[config.mk]
export PLATFORM = sky130hd
export DESIGN_NAME = ddrs_ctrl
export DESIGN_NICKNAME = d
export VERILOG_FILES = /design/src/pkg/ddrs_pkg.sv /design/src/rtl/ddrs_ctrl.sv /design/src/rtl/ddrs_fifo.sv
export VERILOG_INCLUDE_DIRS = /design/src /design/src/pkg
export SDC_FILE = /design/constraint.sdc
export NUM_CORES = 1
export LEC_CHECK = 0
export BUFFER_PORTS_ARGS = -buffer_cell sky130_fd_sc_hd__buf_2
export CAP_MARGIN = 20
export CORE_MARGIN = 2
export CORE_UTILIZATION = 40
export CTS_CLUSTER_DIAMETER = 60
export DETAILED_ROUTE_END_ITERATION = 8
export GPL_ROUTABILITY_DRIVEN = 0
export PLACE_DENSITY = 0.58
export SLEW_MARGIN = 20
export SYNTH_ARGS = -nofsm -noshare
export SYNTH_HDL_FRONTEND = slang
export SYNTH_HIERARCHICAL = 1
export SYNTH_SLANG_ARGS = --single-unit
[constraint.sdc]
create_clock -name sys_clk -period 7.1 [get_ports sys_clk]
set_clock_uncertainty 0.2 [all_clocks]
set_input_delay 1.065 -clock sys_clk [delete_from_list [all_inputs] [get_ports sys_clk]]
set_output_delay 1.065 -clock sys_clk [all_outputs]
set_load 0.01 [all_outputs]
[src/pkg/ddrs_consts.svh]
/*
 * Constants of the DDR SRAM burst and bank-select control block.
 * Assumes inclusion by bare name from the package and the design files.
 */
`ifndef DDRS_CONSTS_SVH
`define DDRS_CONSTS_SVH

// External address width; the hidden low array bit is added inside
`define DDRS_EXT_ADDR_W   17
`define DDRS_DATA_W       18
`define DDRS_ZQ_W         6
`define DDRS_FIFO_DEPTH   8
// Link clock cycles before the impedance counts as settled
`define DDRS_SETTLE_CYC   8192
// Hidden low address bit for the first and second transfer
`define DDRS_LSB_FIRST    1'h0
`define DDRS_LSB_SECOND   1'h1
`define DDRS_IMP_RESET    6'h00

`endif

[src/pkg/ddrs_pkg.sv]
/*
 * Types shared by the DDR SRAM control block and its request FIFO.
 * Assumes ddrs_consts.svh on the include path.
 */
`include "ddrs_consts.svh"

package ddrs_pkg;

  // Operation in force after the last sampled link clock rise
  typedef enum logic [1:0] {
    OP_BANK_OFF,
    OP_DESEL,
    OP_READ,
    OP_WRITE
  } ddrs_op_t;

  // One array access, hidden low bit included in addr
  typedef struct packed {
    logic                      write;
    logic [`DDRS_EXT_ADDR_W:0] addr;
    logic [`DDRS_DATA_W-1:0]   data;
  } ddrs_req_t;

  // Link pins as sampled by sys_clk
  typedef struct packed {
    logic                        link_clk;
    logic                        primary_select_n;
    logic                        prog_select_a;
    logic                        prog_select_b;
    logic                        polarity_a;
    logic                        polarity_b;
    logic                        burst_continue;
    logic                        write_n;
    logic [`DDRS_EXT_ADDR_W-1:0] addr;
    logic [`DDRS_DATA_W-1:0]     dq;
  } ddrs_pins_t;

endpackage : ddrs_pkg

[src/rtl/ddrs_ctrl.sv]
/*
 * Command, burst, bank-select, echo-clock and impedance-update control of a
 * DDR synchronous SRAM, with array requests queued through ddrs_fifo.
 * Assumes the link clock is much slower than sys_clk (at least 16 sys_clk
 * per link cycle) and that the array side answers reads in order.
 */
`timescale 1ns/1ps
`include "ddrs_consts.svh"

////////////////////////////////////////////////////////////////////////////////
// Summary of operation
// hidden low array bit is 0 on the first transfer, 1 on the second.
// one continue after read or write moves four words per base address.
// a second continue wraps the burst back to the base address.
// second pair address inverts address bit one of the base.
// first programmable select is active high or low per its polarity input.
// second programmable select is active high or low per its polarity input.
// bank matches only when both selects equal their polarity inputs.
// system straps four banks 00..11 and drives selects from address lines.
// deselect by the primary select keeps echo clocks toggling.
// deselect by bank mismatch puts echo clocks into high impedance.
// impedance updates are applied only while data drivers are off.
// controller gives 8192 clocks then an idling command after power-up.
// controller idles data drivers periodically so impedance can track drift.
// data pins float one cycle after bank deselect, deselect or write.
// continue inverts address bit one of the base for the next pair.
// echo clocks float one cycle after bank deselect only.
// all command and address inputs are sampled on the link clock rise.
module ddrs_ctrl
  import ddrs_pkg::*;
#(
  parameter int EXT_ADDR_W  = `DDRS_EXT_ADDR_W,
  parameter int DATA_W      = `DDRS_DATA_W,
  parameter int FIFO_DEPTH  = `DDRS_FIFO_DEPTH,
  parameter int SETTLE_CYC  = `DDRS_SETTLE_CYC
) (
  // Clock and reset
  input  wire logic                  sys_clk,
  input  wire logic                  rst,
  input  wire logic                  ce,
  // Link command pins
  input  wire logic                  link_clk,
  input  wire logic                  primary_select_n,
  input  wire logic                  prog_select_a,
  input  wire logic                  prog_select_b,
  input  wire logic                  polarity_a,
  input  wire logic                  polarity_b,
  input  wire logic                  burst_continue,
  input  wire logic                  write_n,
  input  wire logic [EXT_ADDR_W-1:0] ext_addr,
  // Link data and echo clock pins
  input  wire logic [DATA_W-1:0]     dq_in,
  output logic [DATA_W-1:0]          dq_out,
  output logic                       dq_oe,
  output logic                       echo_clock_out,
  output logic                       echo_clock_oe,
  // Impedance control
  input  wire logic [`DDRS_ZQ_W-1:0] zq_code,
  output logic [`DDRS_ZQ_W-1:0]      imp_code,
  output logic                       imp_settled,
  // Array side
  output logic                       req_valid,
  input  wire logic                  req_ready,
  output ddrs_req_t                  req,
  input  wire logic                  rd_valid,
  input  wire logic [DATA_W-1:0]     rd_data,
  // Status
  output logic                       cmd_ready,
  output logic                       overrun
);

  localparam int CW = $clog2(SETTLE_CYC + 1);

  if (EXT_ADDR_W != `DDRS_EXT_ADDR_W || DATA_W != `DDRS_DATA_W || EXT_ADDR_W < 2
      || SETTLE_CYC < 1) begin : g_bad_param
    $error("ddrs_ctrl: widths must match the shared request type");
  end

  //////////////////////////////////////////////////////////////////////////////
  // Pin synchroniser; first stage read only by second
  ddrs_pins_t pins_meta;
  ddrs_pins_t pins;
  logic       clk_prev;
  logic       rise;
  logic       fall;

  always_ff @(posedge sys_clk) begin
    if (rst) begin
      pins_meta <= '0;
      pins      <= '0;
      clk_prev  <= 1'b0;
    end else if (ce) begin
      pins_meta <= '{link_clk, primary_select_n, prog_select_a, prog_select_b,
                     polarity_a, polarity_b, burst_continue, write_n, ext_addr, dq_in};
      pins      <= pins_meta;
      clk_prev  <= pins.link_clk;
    end
  end

  assign rise = ce && pins.link_clk && !clk_prev;
  assign fall = ce && !pins.link_clk && clk_prev;

  //////////////////////////////////////////////////////////////////////////////
  // Command decode
  ddrs_op_t              op;
  ddrs_op_t              next_op;
  logic                  bank_match;
  logic                  cont_burst;
  logic [EXT_ADDR_W-1:0] base;
  logic [EXT_ADDR_W-1:0] next_base;
  logic                  flip;
  logic                  next_flip;
  logic [EXT_ADDR_W-1:0] cur_hi;
  logic [EXT_ADDR_W-1:0] next_hi;
  logic [1:0]            cont_cnt;

  // polarity-matched bank select
  assign bank_match = (pins.prog_select_a == pins.polarity_a)
                   && (pins.prog_select_b == pins.polarity_b);
  assign cont_burst = pins.burst_continue && (op == OP_READ || op == OP_WRITE);

  // pair address is base with bit one inverted
  assign cur_hi  = {base[EXT_ADDR_W-1:1], base[0] ^ flip};
  assign next_hi = {next_base[EXT_ADDR_W-1:1], next_base[0] ^ next_flip};

  always_comb begin
    next_op   = op;
    next_base = base;
    next_flip = flip;
    if (pins.burst_continue) begin
      // continue toggles the pair, second one wraps to base
      next_flip = cont_burst ? ~flip : flip;
    end else if (!bank_match) begin
      next_op = OP_BANK_OFF;
    end else if (pins.primary_select_n) begin
      next_op = OP_DESEL;
    end else begin
      next_op   = pins.write_n ? OP_READ : OP_WRITE;
      next_base = pins.addr;
      next_flip = 1'b0;
    end
  end

  // state moves only on a sampled link clock rise
  always_ff @(posedge sys_clk) begin
    if (rst) begin
      op       <= OP_DESEL;
      base     <= '0;
      flip     <= 1'b0;
      cont_cnt <= 2'h0;
    end else if (rise) begin
      op       <= next_op;
      base     <= next_base;
      flip     <= next_flip;
      cont_cnt <= cont_burst ? cont_cnt + 2'h1 : (pins.burst_continue ? cont_cnt : 2'h0);
    end
  end

  //////////////////////////////////////////////////////////////////////////////
  // Output enables, echo clock, read data
  always_ff @(posedge sys_clk) begin
    if (rst) begin
      dq_oe         <= 1'b0;
      echo_clock_oe <= 1'b0;
    end else if (rise) begin
      // drivers follow the command one cycle later
      dq_oe         <= (op == OP_READ);
      // only bank deselect floats the echo clocks
      echo_clock_oe <= (op != OP_BANK_OFF);
    end
  end

  always_ff @(posedge sys_clk) begin
    if (rst) begin
      echo_clock_out <= 1'b0;
      dq_out         <= '0;
    end else if (ce) begin
      echo_clock_out <= pins.link_clk;
      if (rd_valid) begin
        dq_out <= rd_data;
      end
    end
  end

  //////////////////////////////////////////////////////////////////////////////
  // Array requests: write beats at rise and fall, reads in two steps
  logic                  wr2_pend;
  logic [EXT_ADDR_W-1:0] wr_hi;
  logic [1:0]            rd_step;
  logic [EXT_ADDR_W-1:0] rd_hi;
  logic                  push_valid;
  ddrs_req_t             push_req;
  logic                  fifo_in_ready;

  always_ff @(posedge sys_clk) begin
    if (rst) begin
      wr2_pend <= 1'b0;
      wr_hi    <= '0;
      rd_step  <= 2'h0;
      rd_hi    <= '0;
    end else if (ce) begin
      if (rise && op == OP_WRITE) begin
        wr2_pend <= 1'b1;
        wr_hi    <= cur_hi;
      end else if (fall) begin
        wr2_pend <= 1'b0;
      end
      if (rise && next_op == OP_READ) begin
        rd_step <= 2'h1;
        rd_hi   <= next_hi;
      end else if (rd_step != 2'h0) begin
        rd_step <= (rd_step == 2'h2) ? 2'h0 : 2'h2;
      end
    end
  end

  // first transfer uses low bit 0, second uses 1
  always_comb begin
    push_valid = 1'b0;
    push_req   = '0;
    if (rise && op == OP_WRITE) begin
      push_valid = 1'b1;
      push_req   = '{1'b1, {cur_hi, `DDRS_LSB_FIRST}, pins.dq};
    end else if (fall && wr2_pend) begin
      push_valid = 1'b1;
      push_req   = '{1'b1, {wr_hi, `DDRS_LSB_SECOND}, pins.dq};
    end else if (rd_step == 2'h1) begin
      push_valid = 1'b1;
      push_req   = '{1'b0, {rd_hi, `DDRS_LSB_FIRST}, {DATA_W{1'b0}}};
    end else if (rd_step == 2'h2) begin
      push_valid = 1'b1;
      push_req   = '{1'b0, {rd_hi, `DDRS_LSB_SECOND}, {DATA_W{1'b0}}};
    end
  end

  assign cmd_ready = fifo_in_ready;

  // The link cannot be stalled, so a full queue loses the access
  always_ff @(posedge sys_clk) begin
    if (rst) begin
      overrun <= 1'b0;
    end else if (ce && push_valid && !fifo_in_ready) begin
      overrun <= 1'b1;
    end
  end

  ddrs_fifo #(
    .WIDTH ($bits(ddrs_req_t)),
    .DEPTH (FIFO_DEPTH)
  ) u_fifo (
    .sys_clk   (sys_clk),
    .rst       (rst),
    .ce        (ce),
    .in_valid  (push_valid),
    .in_ready  (fifo_in_ready),
    .in_data   (push_req),
    .out_valid (req_valid),
    .out_ready (req_ready),
    .out_data  (req)
  );

  //////////////////////////////////////////////////////////////////////////////
  // Impedance update and power-up settling
  logic [CW-1:0] settle_cnt;

  // new code taken only while data drivers are off
  always_ff @(posedge sys_clk) begin
    if (rst) begin
      imp_code <= `DDRS_IMP_RESET;
    end else if (ce && !dq_oe) begin
      imp_code <= zq_code;
    end
  end

  always_ff @(posedge sys_clk) begin
    if (rst) begin
      settle_cnt  <= '0;
      imp_settled <= 1'b0;
    end else if (rise) begin
      if (settle_cnt != SETTLE_CYC[CW-1:0]) begin
        settle_cnt <= settle_cnt + 1'b1;
      end else if (next_op != OP_READ) begin
        imp_settled <= 1'b1;
      end
    end
  end
endmodule : ddrs_ctrl

[src/rtl/ddrs_fifo.sv]
/*
 * Request FIFO with registered read data and valid/ready on both sides.
 * Assumes one clock, synchronous active-high reset and a clock enable.
 */
`timescale 1ns/1ps
`include "ddrs_consts.svh"

module ddrs_fifo #(
  parameter int WIDTH = 36,
  parameter int DEPTH = `DDRS_FIFO_DEPTH
) (
  // Clock and reset
  input  wire logic             sys_clk,
  input  wire logic             rst,
  input  wire logic             ce,
  // Fill side
  input  wire logic             in_valid,
  output logic                  in_ready,
  input  wire logic [WIDTH-1:0] in_data,
  // Drain side
  output logic                  out_valid,
  input  wire logic             out_ready,
  output logic [WIDTH-1:0]      out_data
);

  localparam int PW = $clog2(DEPTH);

  if (DEPTH < 2 || (1 << PW) != DEPTH || WIDTH < 1) begin : g_bad_param
    $error("ddrs_fifo: DEPTH must be a power of two >= 2");
  end

  logic [WIDTH-1:0] mem [DEPTH];
  logic [PW-1:0]    wr_ptr;
  logic [PW-1:0]    rd_ptr;
  logic [PW-1:0]    next_rd_ptr;
  logic [PW:0]      count;
  logic [PW:0]      next_count;
  logic             push;
  logic             pop;

  assign in_ready  = (count != DEPTH[PW:0]);
  assign out_valid = (count != '0);
  assign push      = in_valid && in_ready;
  assign pop       = out_valid && out_ready;

  always_comb begin
    next_rd_ptr = pop ? rd_ptr + 1'b1 : rd_ptr;
    next_count  = count + {{PW{1'b0}}, push} - {{PW{1'b0}}, pop};
  end

  always_ff @(posedge sys_clk) begin
    if (ce && push) begin
      mem[wr_ptr] <= in_data;
    end
  end

  always_ff @(posedge sys_clk) begin
    if (rst) begin
      wr_ptr <= '0;
      rd_ptr <= '0;
      count  <= '0;
    end else if (ce) begin
      if (push) begin
        wr_ptr <= wr_ptr + 1'b1;
      end
      rd_ptr <= next_rd_ptr;
      count  <= next_count;
    end
  end

  // Head word is registered; bypass when the head is written this cycle
  always_ff @(posedge sys_clk) begin
    if (rst) begin
      out_data <= '0;
    end else if (ce) begin
      if (push && wr_ptr == next_rd_ptr) begin
        out_data <= in_data;
      end else begin
        out_data <= mem[next_rd_ptr];
      end
    end
  end

endmodule : ddrs_fifo

==> run summary, run 1 <==
Die W - 251 um
required time of the critical path - 7.36 ns
Post-synth ARST share - 0%
Post-Synth Simple-Gate Area - 11.4%
Critical Path AT - 4.58 ns
outcome - finished, final reports clean
CTS tree - done
Setup CP Type - flip-flop to flip-flop
Core ar. - 0.0602 mm^2
sequential area share after synthesis - 55.7%
largest net degree at the start of global routing - 133
Mapped Area - 0.0243 mm^2
proportion of synthesized area in mux cells - 16.0%
post-route design area - 0.0275 mm^2
H-tree lvl count - 2
total CTS buffers - 56
Power Density - 281 mW/mm^2
relative slew slack - 28.1%
pre-CTS setup slack - 2.32 ns
Clk Latency, worst-skew pair - 0.60 ns
Vias - 17100
count of cell types in the netlist - 62
dpl cell area - 0.0256 mm^2
final core occ - 45.7%
largest family of logic cells by synthesized area - multiplexers
vias in the first global route - 16800
CP Launch Type - flip-flop
Syn Nets - 2228
synth top area cells - edfxtp_1 (37%), dfxtp_1 (19%), mux2i_1 (16%)
Worst setup EP type - flip-flop
Syn Inst Count - 2142
Slew Viols, Final - 0
initial antenna violation count - 3
Yosys top cell by area - edfxtp_1
Post-layout nets - 2278
most frequent cells in the layout - mux2i_1 (387), edfxtp_1 (296), dfxtp_1 (232), nand2_1 (198), a21oi_1 (152)
drc violations - 0
final worst-path cycle share - 60.8%
RSZ-0062 raised after global routing - false
Root Buffer - clkbuf_16
final hold slack - 0.254 ns
endpoints failing setup - 0
Compound-Gate Fraction of Synth Area - 12.2%
synth warn - 6
Routed WL - 62200 um
die height - 251 um
Sink Count - 529
# port buffers - 139
Detail Placement HPWL - 35200 um
placed insts - 2915
TNS Setup - 0 ns
overall power - 7.72 mW
Finished Layout Cells - 3021
CTS Buffer Depth - 3
XOR/XNOR share of the synthesized area - 0.612%
share of layout cells above drive strength 1 - 14.2%
post-CTS sizing - 0
DR pass1 iterations - 5
Yosys reg bits - 529
Max Freq - 232 MHz
number of fill cells in the layout - 5413
Final WS setup - 2.78 ns
area grow syn2layout - 13.1%
worst slew pin tran - 1.07 ns
EDFF count, synth - 296
crit-path max FO - 107
post-synthesis adder-cell area fraction - 0.751%
post-CTS setup buffers - 0
ys flop type - edfxtp_1
CTS Hold Bufs - 0
clock slew at reported path FFs - 0.06 ns
Avg Vias per Cell - 5.65
number of max-cap violations - 0
I/O pin count - 140
Wirelength per Cell - 20.6 um
initial core utilization - 40.4%
Avg Cell Area, Syn - 11.4 um^2
gr usage total - 19.6%
FP Rows - 90
post-synth top area share - 36.5%
DR iter-0 viols - 1162
Worst Hold Class - flip-flop to flip-flop
gr ovfl total - 0
global-route wire length before repair - 96800 um
Final min period - 4.32 ns
antenna viol nets, final - 0
leakage - 9.50 nW
VDD IR max - 0.172 mV
full die area - 0.0628 mm^2
Final Hold Fails - 0
commonest non-fill, non-tap cell in the layout - mux2i_1
-- worst max-delay path, stage by stage, from the launching register on --
cell	delay [ns]
dfxtp_1	0.31
inv_1	0.09
ha_1	0.16
or3b_1	0.49
nand2_8	0.53
inv_2	0.37
or3_1	0.45
a211o_1	0.29
buf_4	0.33
nand3b_1	0.17
buf_4	0.53
o21ai_0	0.20
-- area by class of cell --
| type | instances | area (um^2) | area share, % |
|---|---|---|---|
| inverter | 15 | 56.3 | 0.205 |
| antenna | 1 | 2.50 | 0.00910 |
| tap | 782 | 978 | 3.56 |
| clock buffer | 78 | 1590 | 5.77 |
| multi-input combinational | 1422 | 10100 | 36.6 |
| clock inverter | 26 | 297 | 1.08 |
| sequential | 529 | 13600 | 49.3 |
| timing repair buffer | 168 | 963 | 3.50 |
-- Yosys cell counts (28+ instances only) --
master / instances
a21oi_1: 152
edfxtp_1: 296
o31a_1: 37
mux2i_1: 387
dfxtp_1: 233
or3b_2: 37
a32o_1: 37
nor2b_1: 79
buf_2: 28
o21ai_0: 35
a221oi_1: 37
nor2_1: 142
a211oi_1: 78
nand2_1: 198
clkbuf_1: 126
-- report_power, final --
| part | switching [mW] | total [mW] | internal [mW] |
|---|---|---|---|
| logic | 0.842 | 1.38 | 0.538 |
| registers | 0.0827 | 3.38 | 3.30 |
| clock network | 1.19 | 2.96 | 1.77 |
| total | 2.11 | 7.72 | 5.61 |
-- kinds of logic after synthesis --
logic type	count (synthesis)
compound gates	438
xor+xnor	17
fa+ha+maj	14
buf+inv	191
flops	529
mux	389
simple gates	564
-- flip-flops by register name, summed over array words and instances, names as in the netlist --
signal,count
u_fifo/rd_ptr,3
pins_meta,43
rd_hi,17
flip,1
u_fifo/mem,296
dq_oe,1
overrun,1
wr2_pend,1
pins,43
echo_clock_oe,1
u_fifo/wr_ptr,3
op,2
dq_out,18
u_fifo/out_data,37
echo_clock_out,1
wr_hi,17
rd_step,2
u_fifo/count,4
base,17
settle_cnt,14
imp_settled,1
imp_code,6
-- routing by layer --
layer | GRT usage, % | up-vias | part of all wire (%)
li1 | - | 8056 | -
met1 | 25.8 | 8508 | 45
met2 | 33.4 | 405 | 48
met3 | 3.28 | 94 | 5.0
met4 | 5.10 | 2 | 2.0
met5 | 0 | - | 0.011
-- final timing paths --
path                                                   start                         endpoint  slack, ns  cells after the start
worst min register to register       dq_out[15]$_SDFFE_PP0P_          dq_out[15]$_SDFFE_PP0P_       0.25                      2
worst min-delay path                 dq_out[15]$_SDFFE_PP0P_          dq_out[15]$_SDFFE_PP0P_       0.25                      2
worst max register to register  u_fifo/count[2]$_SDFFE_PP0P_  u_fifo/out_data[5]$_SDFFE_PP0P_       2.78                     11
worst max-delay path            u_fifo/count[2]$_SDFFE_PP0P_  u_fifo/out_data[5]$_SDFFE_PP0P_       2.78                     11
(Power assumes the default switching activity.)
==> inputs of run 2 (changes only) <==
==> constraint.sdc (replaced) <==
create_clock -name sys_clk -period 4.55 [get_ports sys_clk]
set_clock_uncertainty 0.2 [all_clocks]
set_input_delay 0.6825 -clock sys_clk [delete_from_list [all_inputs] [get_ports sys_clk]]
set_output_delay 0.6825 -clock sys_clk [all_outputs]
set_load 0.01 [all_outputs]
==> run 2 against run 1 <==
Utilization rose by 0.17 points. Critical path depth down 2. Sequential share of layout area decreased by 0.18 points. Clock-buffer cell count is 12 higher. Final cell count up 0.63%. Sequential cell count unchanged. Setup slack got worse by 1.7 ns. Via count fell by 0.98%. Combinational power is 59% higher. First-iteration DRC count down 0.69%. Critical path type unchanged.
==> run summary, run 2 (synthesis results as in run 1) <==
post-CTS sizing - 0
area grow syn2layout - 13.5%
Worst setup EP type - flip-flop
antenna viol nets, final - 0
Detail Placement HPWL - 36800 um
setup slack, reg-to-reg - 1.12 ns
Core ar. - 0.0602 mm^2
TNS Setup - 0 ns
commonest non-fill, non-tap cell in the layout - mux2i_1
Max Freq - 291 MHz
Slew Viols, Final - 0
post-CTS setup buffers - 0
overall power - 11.8 mW
DR pass1 iterations - 7
H-tree lvl count - 2
CP Launch Type - flip-flop
Power Density - 429 mW/mm^2
leakage - 9.57 nW
final worst-path cycle share - 75.5%
CTS Hold Bufs - 0
VDD IR max - 0.268 mV
Critical Path AT - 3.76 ns
most frequent cells in the layout - mux2i_1 (387), edfxtp_1 (296), dfxtp_1 (232), nand2_1 (198), a21oi_1 (152)
placed insts - 2935
number of max-cap violations - 0
Setup CP Type - flip-flop to flip-flop
dpl cell area - 0.0258 mm^2
gr ovfl total - 0
crit-path max FO - 26
RR Endpoint - u_fifo/out_data[11]$_SDFFE_PP0P_
outcome - finished, final reports clean
Worst Hold Class - primary input to flip-flop
max FFs per register - 296
gr usage total - 19.4%
Post-layout nets - 2298
Finished Layout Cells - 3040
Clk Latency, worst-skew pair - 0.61 ns
Wirelength per Cell - 20.5 um
final core occ - 45.8%
post-route design area - 0.0276 mm^2
I/O pin count - 140
global-route wire length before repair - 95300 um
CTS Buffer Depth - 3
largest net degree at the start of global routing - 178
relative slew slack - 27.6%
clock slew at reported path FFs - 0.06 ns
CTS tree - done
CP endpoint - u_fifo/out_data[11]$_SDFFE_PP0P_
initial core utilization - 40.4%
RSZ-0062 raised after global routing - false
worst slew pin tran - 1.09 ns
full die area - 0.0628 mm^2
Routed WL - 62200 um
Avg Vias per Cell - 5.56
initial antenna violation count - 2
crit path from - u_fifo/count[2]$_SDFFE_PP0P_
Biggest register - u_fifo/mem
required time of the critical path - 4.88 ns
Vias - 16900
DR iter-0 viols - 1154
# port buffers - 139
hold path start - burst_continue
Root Buffer - clkbuf_16
share of layout cells above drive strength 1 - 14.7%
reg2reg path depth - 9
total CTS buffers - 57
drc violations - 0
Die W - 251 um
die height - 251 um
Largest regs - u_fifo/mem: 296 flops, pins: 43 flops, pins_meta: 43 flops
Final min period - 3.43 ns
vias in the first global route - 16700
endpoints failing setup - 0
Sink Count - 529
FP Rows - 90
Final Hold Fails - 0
RR Startpoint - u_fifo/count[2]$_SDFFE_PP0P_
[run 2: how the worst min path moves through the flow]
stage                                       to  slack, ns  cells after the start
floorplan               wr_hi[10]$_SDFFE_PP0P_       0.24                      2
global placement       dq_out[11]$_SDFFE_PP0P_       0.24                      2
detailed placement     dq_out[16]$_SDFFE_PP0P_       0.25                      2
CTS                 pins_meta[36]$_SDFFE_PP0P_       0.07                      3
global route        pins_meta[20]$_SDFFE_PP0P_       0.09                      3
finish              pins_meta[36]$_SDFFE_PP0P_       0.10                      3
[run 2: metrics by stage]
stage                     worst slack [ns]  hold slack [ns]
after floorplan                     -0.231            0.237
after global placement               0.889            0.241
after detailed placement             0.831            0.246
after CTS                             1.08           0.0735
after global routing                 0.971           0.0945
final                                 1.12            0.104
[run 2: area by class of cell]
cell class                 instances  area, um^2
inverter                          15        56.3
antenna                            1        2.50
clock inverter                    14        83.8
multi-input combinational       1422       10100
tap                              782         978
clock buffer                      90        1700
sequential                       529       13600
fill                            5437       32600
timing repair buffer             187        1150
[run 2: worst max-delay path: stages (launching register included)]
cell	delay (ns)
dfxtp_1	0.31
inv_1	0.10
ha_1	0.17
or3b_1	0.50
a221oi_4	0.43
and2_1	0.78
buf_12	0.31
a32o_1	0.26
a221oi_1	0.08
o21ai_0	0.17
[run 2: metal layers]
layer  up-vias  share of wire, %  global-route usage, %
met3        93               5.3                   2.80
li1       8094                 -                      -
met2       421                47                   32.7
met5         -             0.021                      0
met4         2               2.5                   6.30
met1      8288                45                   25.7
[run 2: where the power goes]
group | internal, mW | switching, mW
clock | 2.55 | 1.83
sequential | 5.14 | 0.125
combinational | 0.862 | 1.34
